--- config.mk ---
export PLATFORM = sky130hd
export DESIGN_NAME = twbea_core
export DESIGN_NICKNAME = d
export VERILOG_FILES = /design/src/twbea_pkg.sv /design/src/twbea_core.sv
export VERILOG_INCLUDE_DIRS = /design/src
export SDC_FILE = /design/constraint.sdc
export NUM_CORES = 1
export LEC_CHECK = 0
export BUFFER_PORTS_ARGS = -buffer_cell sky130_fd_sc_hd__buf_2
export CAP_MARGIN = 20
export CORE_ASPECT_RATIO = 1.4
export CORE_MARGIN = 4
export CORE_UTILIZATION = 55
export CTS_CLUSTER_SIZE = 10
export DETAILED_ROUTE_END_ITERATION = 10
export PLACE_DENSITY_LB_ADDON = 0.3
export SYNTH_ARGS = -nofsm -noshare
export SYNTH_HDL_FRONTEND = slang
export SYNTH_SLANG_ARGS = --single-unit
--- constraint.sdc ---
create_clock -name CORE_CLK_I -period 2.74 [get_ports CORE_CLK_I]
set_input_delay 0.137 -clock CORE_CLK_I [delete_from_list [all_inputs] [get_ports CORE_CLK_I]]
set_output_delay 0.137 -clock CORE_CLK_I [all_outputs]
set_load 0.05 [all_outputs]
--- src/twbea_map.svh ---
/*
 * Register offsets, field positions, status codes and timing counts for the
 * two-wire bus error and arbitration block.
 * Assumes inclusion by bare name from the design module and the bench.
 */
`ifndef TWBEA_MAP_SVH
`define TWBEA_MAP_SVH

// ****************************************************************
// Register byte addresses (word aligned)
// ****************************************************************
`define TWBEA_CTRL_ADDR      5'h00
`define TWBEA_STAT_ADDR      5'h04
`define TWBEA_DATA_ADDR      5'h08
`define TWBEA_IRQ_ADDR       5'h0C
`define TWBEA_MASK_ADDR      5'h10

// ****************************************************************
// Control register fields
// ****************************************************************
`define TWBEA_CTL_ACK_EN     0
`define TWBEA_CTL_STOP_REQ   1
`define TWBEA_CTL_START_REQ  2
`define TWBEA_CTL_DONE       3
`define TWBEA_CTL_ENABLE     4
`define TWBEA_CTL_RESTART    5

// ****************************************************************
// Status codes and interrupt bits
// ****************************************************************
`define TWBEA_ST_NO_INFO     8'hF8
`define TWBEA_ST_BUS_ERR     8'h00
`define TWBEA_ST_ARB_LOST    8'h38
`define TWBEA_ST_ARB_SLA_W   8'h68
`define TWBEA_ST_ARB_SLA_R   8'hB0
`define TWBEA_ST_BYTE_DONE   8'h28
`define TWBEA_IRQ_DONE       0
`define TWBEA_IRQ_BUS_ERR    1
`define TWBEA_IRQ_ARB        2

// ****************************************************************
// Timing
// ****************************************************************
`define TWBEA_CLK_MHZ        100
`define TWBEA_BIT_NS         10000
`define TWBEA_HALF_CYC       ((`TWBEA_BIT_NS * `TWBEA_CLK_MHZ) / 2000)

`endif

--- src/twbea_pkg.sv ---
/*
 * Types shared by the two-wire bus error and arbitration block.
 * Assumes nothing beyond a SystemVerilog compiler.
 */
package twbea_pkg;

    // Byte engine states, one-hot
    typedef enum logic [5:0] {
        TWBEA_IDLE  = 6'h01,
        TWBEA_START = 6'h02,
        TWBEA_BITS  = 6'h04,
        TWBEA_ACK   = 6'h08,
        TWBEA_HOLD  = 6'h10,
        TWBEA_STOP  = 6'h20
    } twbea_state_t;

    // Sampled bus lines
    typedef struct packed {
        logic scl;
        logic sda;
    } twbea_lines_t;

    // Bus line drive pair, enable low drives
    typedef struct packed {
        logic scl_oe_n;
        logic sda_oe_n;
    } twbea_drive_t;

endpackage

--- src/twbea_core.sv ---
/*
 * Two-wire serial master with bus-error detection, recovery and
 * multi-master arbitration, plus Avalon-MM register slave and interrupt.
 * Assumes open-drain bus lines resolved outside; enables are active low.
 */
// What this block does
// - Status shows 0xF8 whenever the transfer-done flag is clear.
// - START or STOP inside a frame, except in a byte's first clock-high, reports bus error code 0x00.
// - A bus error sets the transfer-done flag.
// - Recovery goes not-addressed slave, clears stop-request and done flag, other bits kept.
// - Recovery releases both lines and sends no STOP.
// - After repeated START the master keeps the bus.
// - Identical traffic from several masters raises no arbitration event.
// - Driving one while line reads zero loses arbitration and stops driving.
// - Loser in direction or data goes not-addressed slave or retries START.
// - Address bits arbitrate with the same wired-zero rule.
// - Loser in address checks own address, reports slave receive (0x68) only, never transmit.
// - Unaddressed address loser goes not-addressed slave or retries START.
`timescale 1ns/100ps
`include "twbea_map.svh"

module twbea_core #(
    parameter int          HALF_CYC = `TWBEA_HALF_CYC,
    parameter logic [6:0]  OWN_ADDR = 7'h2A
) (
    input  wire logic        CORE_CLK_I,
    input  wire logic        RST_I,
    input  wire logic [4:0]  AVS_ADDRESS_I,
    input  wire logic        AVS_READ_I,
    input  wire logic        AVS_WRITE_I,
    input  wire logic [31:0] AVS_WRITEDATA_I,
    output logic      [31:0] AVS_READDATA_O,
    output logic             AVS_WAITREQUEST_O,
    input  wire logic        SCL_I,
    input  wire logic        SDA_I,
    output logic             SCL_O,
    output logic             SCL_OE_N_O,
    output logic             SDA_O,
    output logic             SDA_OE_N_O,
    output logic             IRQ_O
);

    // ****************************************************************
    // Line synchronisers and condition detect
    // ****************************************************************
    twbea_pkg::twbea_lines_t meta_reg;
    twbea_pkg::twbea_lines_t sync_reg;
    twbea_pkg::twbea_lines_t prev_reg;

    // Two stages before anything looks at the pins
    always_ff @(posedge CORE_CLK_I) begin
        if (RST_I) begin
            meta_reg <= 2'b11;
            sync_reg <= 2'b11;
            prev_reg <= 2'b11;
        end else begin
            meta_reg <= '{scl: SCL_I, sda: SDA_I};
            sync_reg <= meta_reg;
            prev_reg <= sync_reg;
        end
    end

    wire start_seen = sync_reg.scl && prev_reg.scl && prev_reg.sda && !sync_reg.sda;
    wire stop_seen  = sync_reg.scl && prev_reg.scl && !prev_reg.sda && sync_reg.sda;
    wire scl_rise   = sync_reg.scl && !prev_reg.scl;

    // ****************************************************************
    // Registers
    // ****************************************************************
    twbea_pkg::twbea_state_t state_reg;
    logic [5:0]  ctrl_reg;
    logic [7:0]  status_reg;
    logic [7:0]  data_reg;
    logic [7:0]  shift_reg;
    logic [3:0]  bit_cnt_reg;
    logic        addr_phase_reg;
    logic        in_frame_reg;
    logic        master_reg;
    logic        slave_sel_reg;
    logic [2:0]  irq_st_reg;
    logic [2:0]  irq_mask_reg;
    logic [15:0] div_reg;
    logic        phase_reg;
    logic        sda_drv_reg;
    logic        scl_drv_reg;
    logic        rd_valid_reg;

    // Bus decode
    wire wr_ctrl  = AVS_WRITE_I && (AVS_ADDRESS_I == 5'(`TWBEA_CTRL_ADDR));
    wire wr_data  = AVS_WRITE_I && (AVS_ADDRESS_I == 5'(`TWBEA_DATA_ADDR));
    wire wr_irq   = AVS_WRITE_I && (AVS_ADDRESS_I == 5'(`TWBEA_IRQ_ADDR));
    wire wr_mask  = AVS_WRITE_I && (AVS_ADDRESS_I == 5'(`TWBEA_MASK_ADDR));
    wire done     = ctrl_reg[`TWBEA_CTL_DONE];
    wire done_clr = wr_ctrl && AVS_WRITEDATA_I[`TWBEA_CTL_DONE];
    wire recover  = done_clr && AVS_WRITEDATA_I[`TWBEA_CTL_STOP_REQ]
                    && (status_reg == `TWBEA_ST_BUS_ERR);
    wire enabled  = ctrl_reg[`TWBEA_CTL_ENABLE];

    // Bit timing enable; HALF_CYC of 5 or more lets the synced bit count settle
    wire tick = (div_reg == 16'(HALF_CYC - 1));

    // Bus error: a condition is legal only in the first clock-high of a byte,
    // where repeated START and STOP sit; anywhere else in a frame it is not
    wire bus_err = in_frame_reg && (start_seen || stop_seen)
                   && (bit_cnt_reg != 4'h1);

    // Master drives one, line reads zero on a sampling edge
    // The eighth rise lands in the ack state, so only the ack clock is exempt
    wire arb_lost = master_reg && scl_rise && sda_drv_reg && !sync_reg.sda
                    && (state_reg == twbea_pkg::TWBEA_BITS
                        || state_reg == twbea_pkg::TWBEA_ACK)
                    && (bit_cnt_reg != 4'h8);

    // Event strobes for done, bus error, arbitration
    logic set_done;
    logic [7:0] new_status;

    // ****************************************************************
    // Divider
    // ****************************************************************
    always_ff @(posedge CORE_CLK_I) begin
        if (RST_I || tick || state_reg == twbea_pkg::TWBEA_IDLE) begin
            div_reg <= 16'h0000;
        end else begin
            div_reg <= div_reg + 16'h0001;
        end
    end

    // ****************************************************************
    // Frame tracker, also for traffic of other masters
    // ****************************************************************
    always_ff @(posedge CORE_CLK_I) begin
        if (RST_I || stop_seen || recover) begin
            in_frame_reg   <= 1'b0;
            bit_cnt_reg    <= 4'h0;
            addr_phase_reg <= 1'b0;
            slave_sel_reg  <= 1'b0;
            shift_reg      <= 8'h00;
        end else if (start_seen) begin
            in_frame_reg   <= 1'b1;
            bit_cnt_reg    <= 4'h0;
            addr_phase_reg <= 1'b1;
        end else if (in_frame_reg && scl_rise) begin
            shift_reg   <= {shift_reg[6:0], sync_reg.sda};
            bit_cnt_reg <= (bit_cnt_reg == 4'h8) ? 4'h0 : bit_cnt_reg + 4'h1;
            if (bit_cnt_reg == 4'h8) begin
                addr_phase_reg <= 1'b0;
                if (addr_phase_reg && shift_reg[7:1] == OWN_ADDR) begin
                    slave_sel_reg <= 1'b1;
                end
            end
        end
    end

    // ****************************************************************
    // Master byte engine
    // ****************************************************************
    always_ff @(posedge CORE_CLK_I) begin
        if (RST_I) begin
            state_reg   <= twbea_pkg::TWBEA_IDLE;
            master_reg  <= 1'b0;
            sda_drv_reg <= 1'b1;
            scl_drv_reg <= 1'b1;
            phase_reg   <= 1'b0;
            set_done    <= 1'b0;
            new_status  <= `TWBEA_ST_NO_INFO;
        end else begin
            set_done <= 1'b0;
            if (bus_err || recover) begin
                // Lines let go at once, no STOP driven
                state_reg   <= twbea_pkg::TWBEA_IDLE;
                master_reg  <= 1'b0;
                sda_drv_reg <= 1'b1;
                scl_drv_reg <= 1'b1;
                set_done    <= bus_err;
                new_status  <= `TWBEA_ST_BUS_ERR;
            end else if (arb_lost) begin
                // Stop driving; software picks slave or a fresh START
                state_reg   <= twbea_pkg::TWBEA_IDLE;
                master_reg  <= 1'b0;
                sda_drv_reg <= 1'b1;
                scl_drv_reg <= 1'b1;
                set_done    <= 1'b1;
                new_status  <= !addr_phase_reg ? `TWBEA_ST_ARB_LOST :
                               (shift_reg[6:0] != OWN_ADDR) ? `TWBEA_ST_ARB_LOST :
                               `TWBEA_ST_ARB_SLA_W;
            end else begin
                unique case (state_reg)
                    twbea_pkg::TWBEA_IDLE: begin
                        // Start only on a free bus, or restart while owning it
                        if (enabled && !done && ctrl_reg[`TWBEA_CTL_START_REQ]
                            && (!in_frame_reg || master_reg)) begin
                            state_reg  <= twbea_pkg::TWBEA_START;
                            master_reg <= 1'b1;
                            phase_reg  <= 1'b0;
                        end else if (enabled && !done && master_reg
                                     && ctrl_reg[`TWBEA_CTL_STOP_REQ]) begin
                            state_reg <= twbea_pkg::TWBEA_STOP;
                            phase_reg <= 1'b0;
                        end
                    end
                    twbea_pkg::TWBEA_START: if (tick) begin
                        phase_reg <= !phase_reg;
                        if (!phase_reg) begin
                            sda_drv_reg <= 1'b1;
                            scl_drv_reg <= 1'b1;
                        end else begin
                            sda_drv_reg <= 1'b0;
                            state_reg   <= twbea_pkg::TWBEA_BITS;
                        end
                    end
                    twbea_pkg::TWBEA_BITS, twbea_pkg::TWBEA_ACK: if (tick) begin
                        phase_reg   <= !phase_reg;
                        scl_drv_reg <= phase_reg;
                        if (!phase_reg) begin
                            sda_drv_reg <= (state_reg == twbea_pkg::TWBEA_ACK)
                                           ? 1'b1 : data_reg[7 - bit_cnt_reg[2:0]];
                        end else if (state_reg == twbea_pkg::TWBEA_ACK) begin
                            // Ninth clock rises now, then the engine parks
                            state_reg <= twbea_pkg::TWBEA_HOLD;
                        end else if (bit_cnt_reg == 4'h7) begin
                            // Eighth clock rises now; next low phase frees the line
                            state_reg <= twbea_pkg::TWBEA_ACK;
                        end
                    end
                    twbea_pkg::TWBEA_HOLD: if (tick) begin
                        // Ack clock stands a half bit, then held low for software
                        scl_drv_reg <= 1'b0;
                        set_done    <= 1'b1;
                        new_status  <= `TWBEA_ST_BYTE_DONE;
                        state_reg   <= twbea_pkg::TWBEA_IDLE;
                    end
                    twbea_pkg::TWBEA_STOP: if (tick) begin
                        phase_reg <= !phase_reg;
                        if (!phase_reg) begin
                            sda_drv_reg <= 1'b0;
                            scl_drv_reg <= 1'b1;
                        end else begin
                            sda_drv_reg <= 1'b1;
                            master_reg  <= 1'b0;
                            state_reg   <= twbea_pkg::TWBEA_IDLE;
                        end
                    end
                endcase
            end
        end
    end

    // ****************************************************************
    // Control, status, data registers
    // ****************************************************************
    // Done flag: a hardware set beats a clear in the same cycle
    always_ff @(posedge CORE_CLK_I) begin
        if (RST_I) begin
            ctrl_reg   <= 6'h00;
            status_reg <= `TWBEA_ST_NO_INFO;
            data_reg   <= 8'h00;
        end else begin
            if (wr_ctrl) begin
                ctrl_reg <= {AVS_WRITEDATA_I[5:4], 1'b0, AVS_WRITEDATA_I[2:0]};
            end
            if (recover) begin
                // Stop-request and done drop, other bits as held
                ctrl_reg                      <= ctrl_reg;
                ctrl_reg[`TWBEA_CTL_STOP_REQ] <= 1'b0;
                ctrl_reg[`TWBEA_CTL_DONE]     <= 1'b0;
            end else if (done_clr) begin
                ctrl_reg[`TWBEA_CTL_DONE] <= 1'b0;
            end else if (wr_ctrl) begin
                ctrl_reg[`TWBEA_CTL_DONE] <= ctrl_reg[`TWBEA_CTL_DONE];
            end
            if (set_done) begin
                ctrl_reg[`TWBEA_CTL_DONE] <= 1'b1;
                status_reg                <= new_status;
            end else if (done_clr) begin
                status_reg <= `TWBEA_ST_NO_INFO;
            end
            if (wr_data) begin
                data_reg <= AVS_WRITEDATA_I[7:0];
            end
        end
    end

    // ****************************************************************
    // Interrupts
    // ****************************************************************
    wire [2:0] irq_ev = {set_done && (new_status == `TWBEA_ST_ARB_LOST
                                      || new_status == `TWBEA_ST_ARB_SLA_W),
                         set_done && (new_status == `TWBEA_ST_BUS_ERR),
                         set_done};

    // Write-one-to-clear, new event wins
    always_ff @(posedge CORE_CLK_I) begin
        if (RST_I) begin
            irq_st_reg   <= 3'h0;
            irq_mask_reg <= 3'h0;
        end else begin
            irq_st_reg <= (irq_st_reg & ~(wr_irq ? AVS_WRITEDATA_I[2:0] : 3'h0)) | irq_ev;
            if (wr_mask) begin
                irq_mask_reg <= AVS_WRITEDATA_I[2:0];
            end
        end
    end

    // ****************************************************************
    // Read path: one wait state then data
    // ****************************************************************
    wire [7:0] shown_status = done ? status_reg : `TWBEA_ST_NO_INFO;
    logic [31:0] rd_mux;
    always_comb begin
        unique case (AVS_ADDRESS_I)
            5'(`TWBEA_CTRL_ADDR): rd_mux = {26'h0, ctrl_reg};
            5'(`TWBEA_STAT_ADDR): rd_mux = {24'h0, shown_status};
            5'(`TWBEA_DATA_ADDR): rd_mux = {24'h0, slave_sel_reg ? shift_reg : data_reg};
            5'(`TWBEA_IRQ_ADDR):  rd_mux = {29'h0, irq_st_reg};
            5'(`TWBEA_MASK_ADDR): rd_mux = {29'h0, irq_mask_reg};
            default:              rd_mux = 32'h0;
        endcase
    end

    always_ff @(posedge CORE_CLK_I) begin
        if (RST_I) begin
            rd_valid_reg   <= 1'b0;
            AVS_READDATA_O <= 32'h0;
        end else begin
            rd_valid_reg   <= AVS_READ_I && !rd_valid_reg;
            AVS_READDATA_O <= rd_mux;
        end
    end

    assign AVS_WAITREQUEST_O = AVS_READ_I && !rd_valid_reg;
    assign IRQ_O             = |(irq_st_reg & irq_mask_reg);
    assign SCL_O             = 1'b0;
    assign SDA_O             = 1'b0;
    assign SCL_OE_N_O        = scl_drv_reg;
    assign SDA_OE_N_O        = sda_drv_reg;

endmodule

==> metrics.cfg <==
[finish]
n_antenna_cell=0
largest_reg_flops=16
synthToLayoutAreaGrowth_pct=9.261
drive_above_1_share_pct=14.97
final_nets=563
fin_area_um2=4532

[logic_synthesis]
yosysUniqueCellTypes=58
synth_cells=489
ys_async_sr_fraction_pct=0
synth_top_area_share_pct=41.03
seq_area_frac_synth_pct=41.03
yosysWarnings=0
synth_area_per_cell_um2=8.482
synth_seq_cells=85
synthTopCellsByArea=dfxtp_1 (41%), nand2_1 (5.0%), buf_4 (4.7%)
synth_edf_count=0
synthFlopType=dfxtp_1
syn-cell-area_um2=4148
yosysTopAreaCell=dfxtp_1

[timing]
slew_headroom_pct=56.24
hold_viol=0
setup_tns_ns=0
fmax_mhz=399.8
worst-slew-pin-transition_ns=0.6504
period_needed_ns=2.501
setup_viol=0
final.period_utilization_pct=91.28
skew_ns=0.009525
rsz0062_at_grt=false
drv_slew=0

[clock_network]
cts_tree=yes
cts_root_buffer=clkbuf_8
cts.sinks=85
clkTransAtPathRegs_ns=0.09
clock_tree.buffer_depth=2
numCtsBuffers=9
cts_setup_buffers=0
cts_htree_levels=3
cts_resized=0
clk_latency_ns=0.36
cts_hold_buffers=2

[critical_path]
regToRegEndpoint=SCL_OE_N_O
crit_arrival_ns=2.75
r2r_slack_ns=0.24
crit_required_ns=2.99
worstPathMaxFanout=4
start_kind=flip-flop
r2r-start=div_reg[0]
path_class=reg -> reg
rr_worst_depth=6
end_kind=flip-flop

[run_status]
status=finished clean

[drt]
wl_per_cell_um=14.94
ant_nets=0
routed_wl_um=9234
drc_errors=0
drtPass1Iterations=5
viasPerCell=5.741
drtIter0Drc=236
vias=3548

[floorplanning]
initial_core_util_pct=56.35
io_pins=81
core_um2=7361
die-width_um=81.40
num_rows=37
die_y_um=110.8
dieArea_um2=9015

[global_route]
grt_pass1_wl_um=15610
grt_pass1_vias=3383
global_route.usage.total_pct=21.66
antenna_found_initial=0
grt_overflow_total=0
grt_max_degree=35

[power]
p_leak_nw=1.688
power_w=0.002667
irDropWorstVdd_uv=318.1
power_per_cell_area_nw_per_um2=588.5

[hold_path]
min_path_type=in -> reg
hold_start=AVS_WRITEDATA_I[6]
holdPathStages=3
min_to=data_reg[6]

[place]
portBuffers=30
place.gp.congestion=0.9327
hpwl_um=6804
placed_area_um2=4292

[run]
maxCapViolations=0

-- power by group --
part	switching [W]	internal [W]	leakage [nW]	total (W)
registers	0.0000384	0.00126	0.687	0.00130
logic	0.000271	0.000140	0.891	0.000411
clock network	0.000455	0.000499	0.109	0.000955
total	0.000765	0.00190	1.69	0.00267
-- logic make-up after synthesis --
family	synth area share [%]
other cells	0.09041
simple gates	27.69
fa+ha+maj	1.207
compound gates	12.04
flops	41.03
buf+inv	7.783
xor+xnor	4.012
mux	6.154
-- layer usage --
metal | track usage, % | share of wire [%] | vias to the layer above
met2 | 35.15 | 50 | 124
met1 | 26.30 | 41 | 1655
met5 | 0 | 0 | -
met3 | 4.309 | 5.4 | 30
li1 | - | - | 1739
met4 | 11.50 | 3.7 | 0
-- worst max-delay path: stages (launching register included) --
cell     delay (ns)
dfxtp_1        0.38
ha_1           0.24
nor4b_2        0.30
nand2_2        0.09
or4_4          0.51
or4_1          0.53
a221o_1        0.35
-- cell usage after synthesis (all sizes together), types with 3 or more instances --
master	instances
buf	28
dfxtp	85
a22oi	4
a21oi	29
and3	8
nand3b	4
nor4	8
a222oi	4
and3b	3
a211o	3
a221o	4
o22ai	5
or2	6
nor2	52
nand2	56
xnor2	11
o21ai	12
nand3	24
xor2	8
ha	4
nand2b	4
nand4	15
clkbuf	21
inv	10
nor3b	7
o221ai	3
mux2i	12
mux2	8
nor3	16
nor2b	5
or4	4
-- cell usage in the layout (no fill, tap or decap), drive strengths merged, types with 3 or more instances in the layout --
cell / netlist / routed
nand4: 15 / 15
nand2: 56 / 56
nor4: 8 / 8
nor2b: 5 / 5
xor2: 8 / 8
ha: 4 / 4
a222oi: 4 / 4
nand3b: 4 / 4
nand2b: 4 / 4
and3: 8 / 8
and3b: 3 / 3
nand3: 24 / 24
buf: 28 / 38
conb: 1 / 26
mux2i: 12 / 12
dfxtp: 85 / 85
inv: 10 / 10
clkbuf: 21 / 12
o22ai: 5 / 5
nor3: 16 / 16
nor2: 52 / 52
o21ai: 12 / 12
or2: 6 / 6
a22oi: 4 / 4
nor3b: 7 / 7
clkinv: 1 / 3
a211o: 3 / 3
or4: 4 / 4
mux2: 8 / 8
xnor2: 11 / 11
o221ai: 3 / 3
a221o: 4 / 4
a21oi: 29 / 29
-- cell type report --
cell class	instances	area, um2
clock buffer	12	165.2
clock inverter	4	55.05
fill	667	2829
inverter	11	41.29
multi-input combinational	369	2217
sequential	85	1702
tap	97	121.4
timing repair buffer	40	230.2
-- metrics by stage --
| stage | worst slack [ns] | hold slack, ns | util [%] | std cells |
|---|---|---|---|---|
| after detailed placement | 0.2521 | 0.3239 | 58.30 | 600 |
| after global routing | 0.1074 | 0.02550 | 61.57 | 618 |
| final | 0.2389 | 0.02724 | 61.57 | 618 |
| after CTS | 0.2287 | 0.02338 | 61.57 | 618 |
| after global placement | 0.2928 | 0.3215 | 58.30 | 600 |
| after floorplan | 0.3834 | 0.2408 | - | 514 |
-- worst max path at each step --
stage / startpoint / to / slack, ns / depth (start not counted)
4_1_cts: div_reg[0] / SCL_OE_N_O / 0.23 / 6
5_1_grt: div_reg[0] / SCL_OE_N_O / 0.11 / 6
3_3_place_gp: div_reg[0] / SCL_OE_N_O / 0.29 / 6
3_5_place_dp: div_reg[0] / SCL_OE_N_O / 0.25 / 6
6_report: div_reg[0] / SCL_OE_N_O / 0.24 / 6
2_1_floorplan: div_reg[0] / SCL_OE_N_O / 0.38 / 6
(Power assumes the default switching activity.)
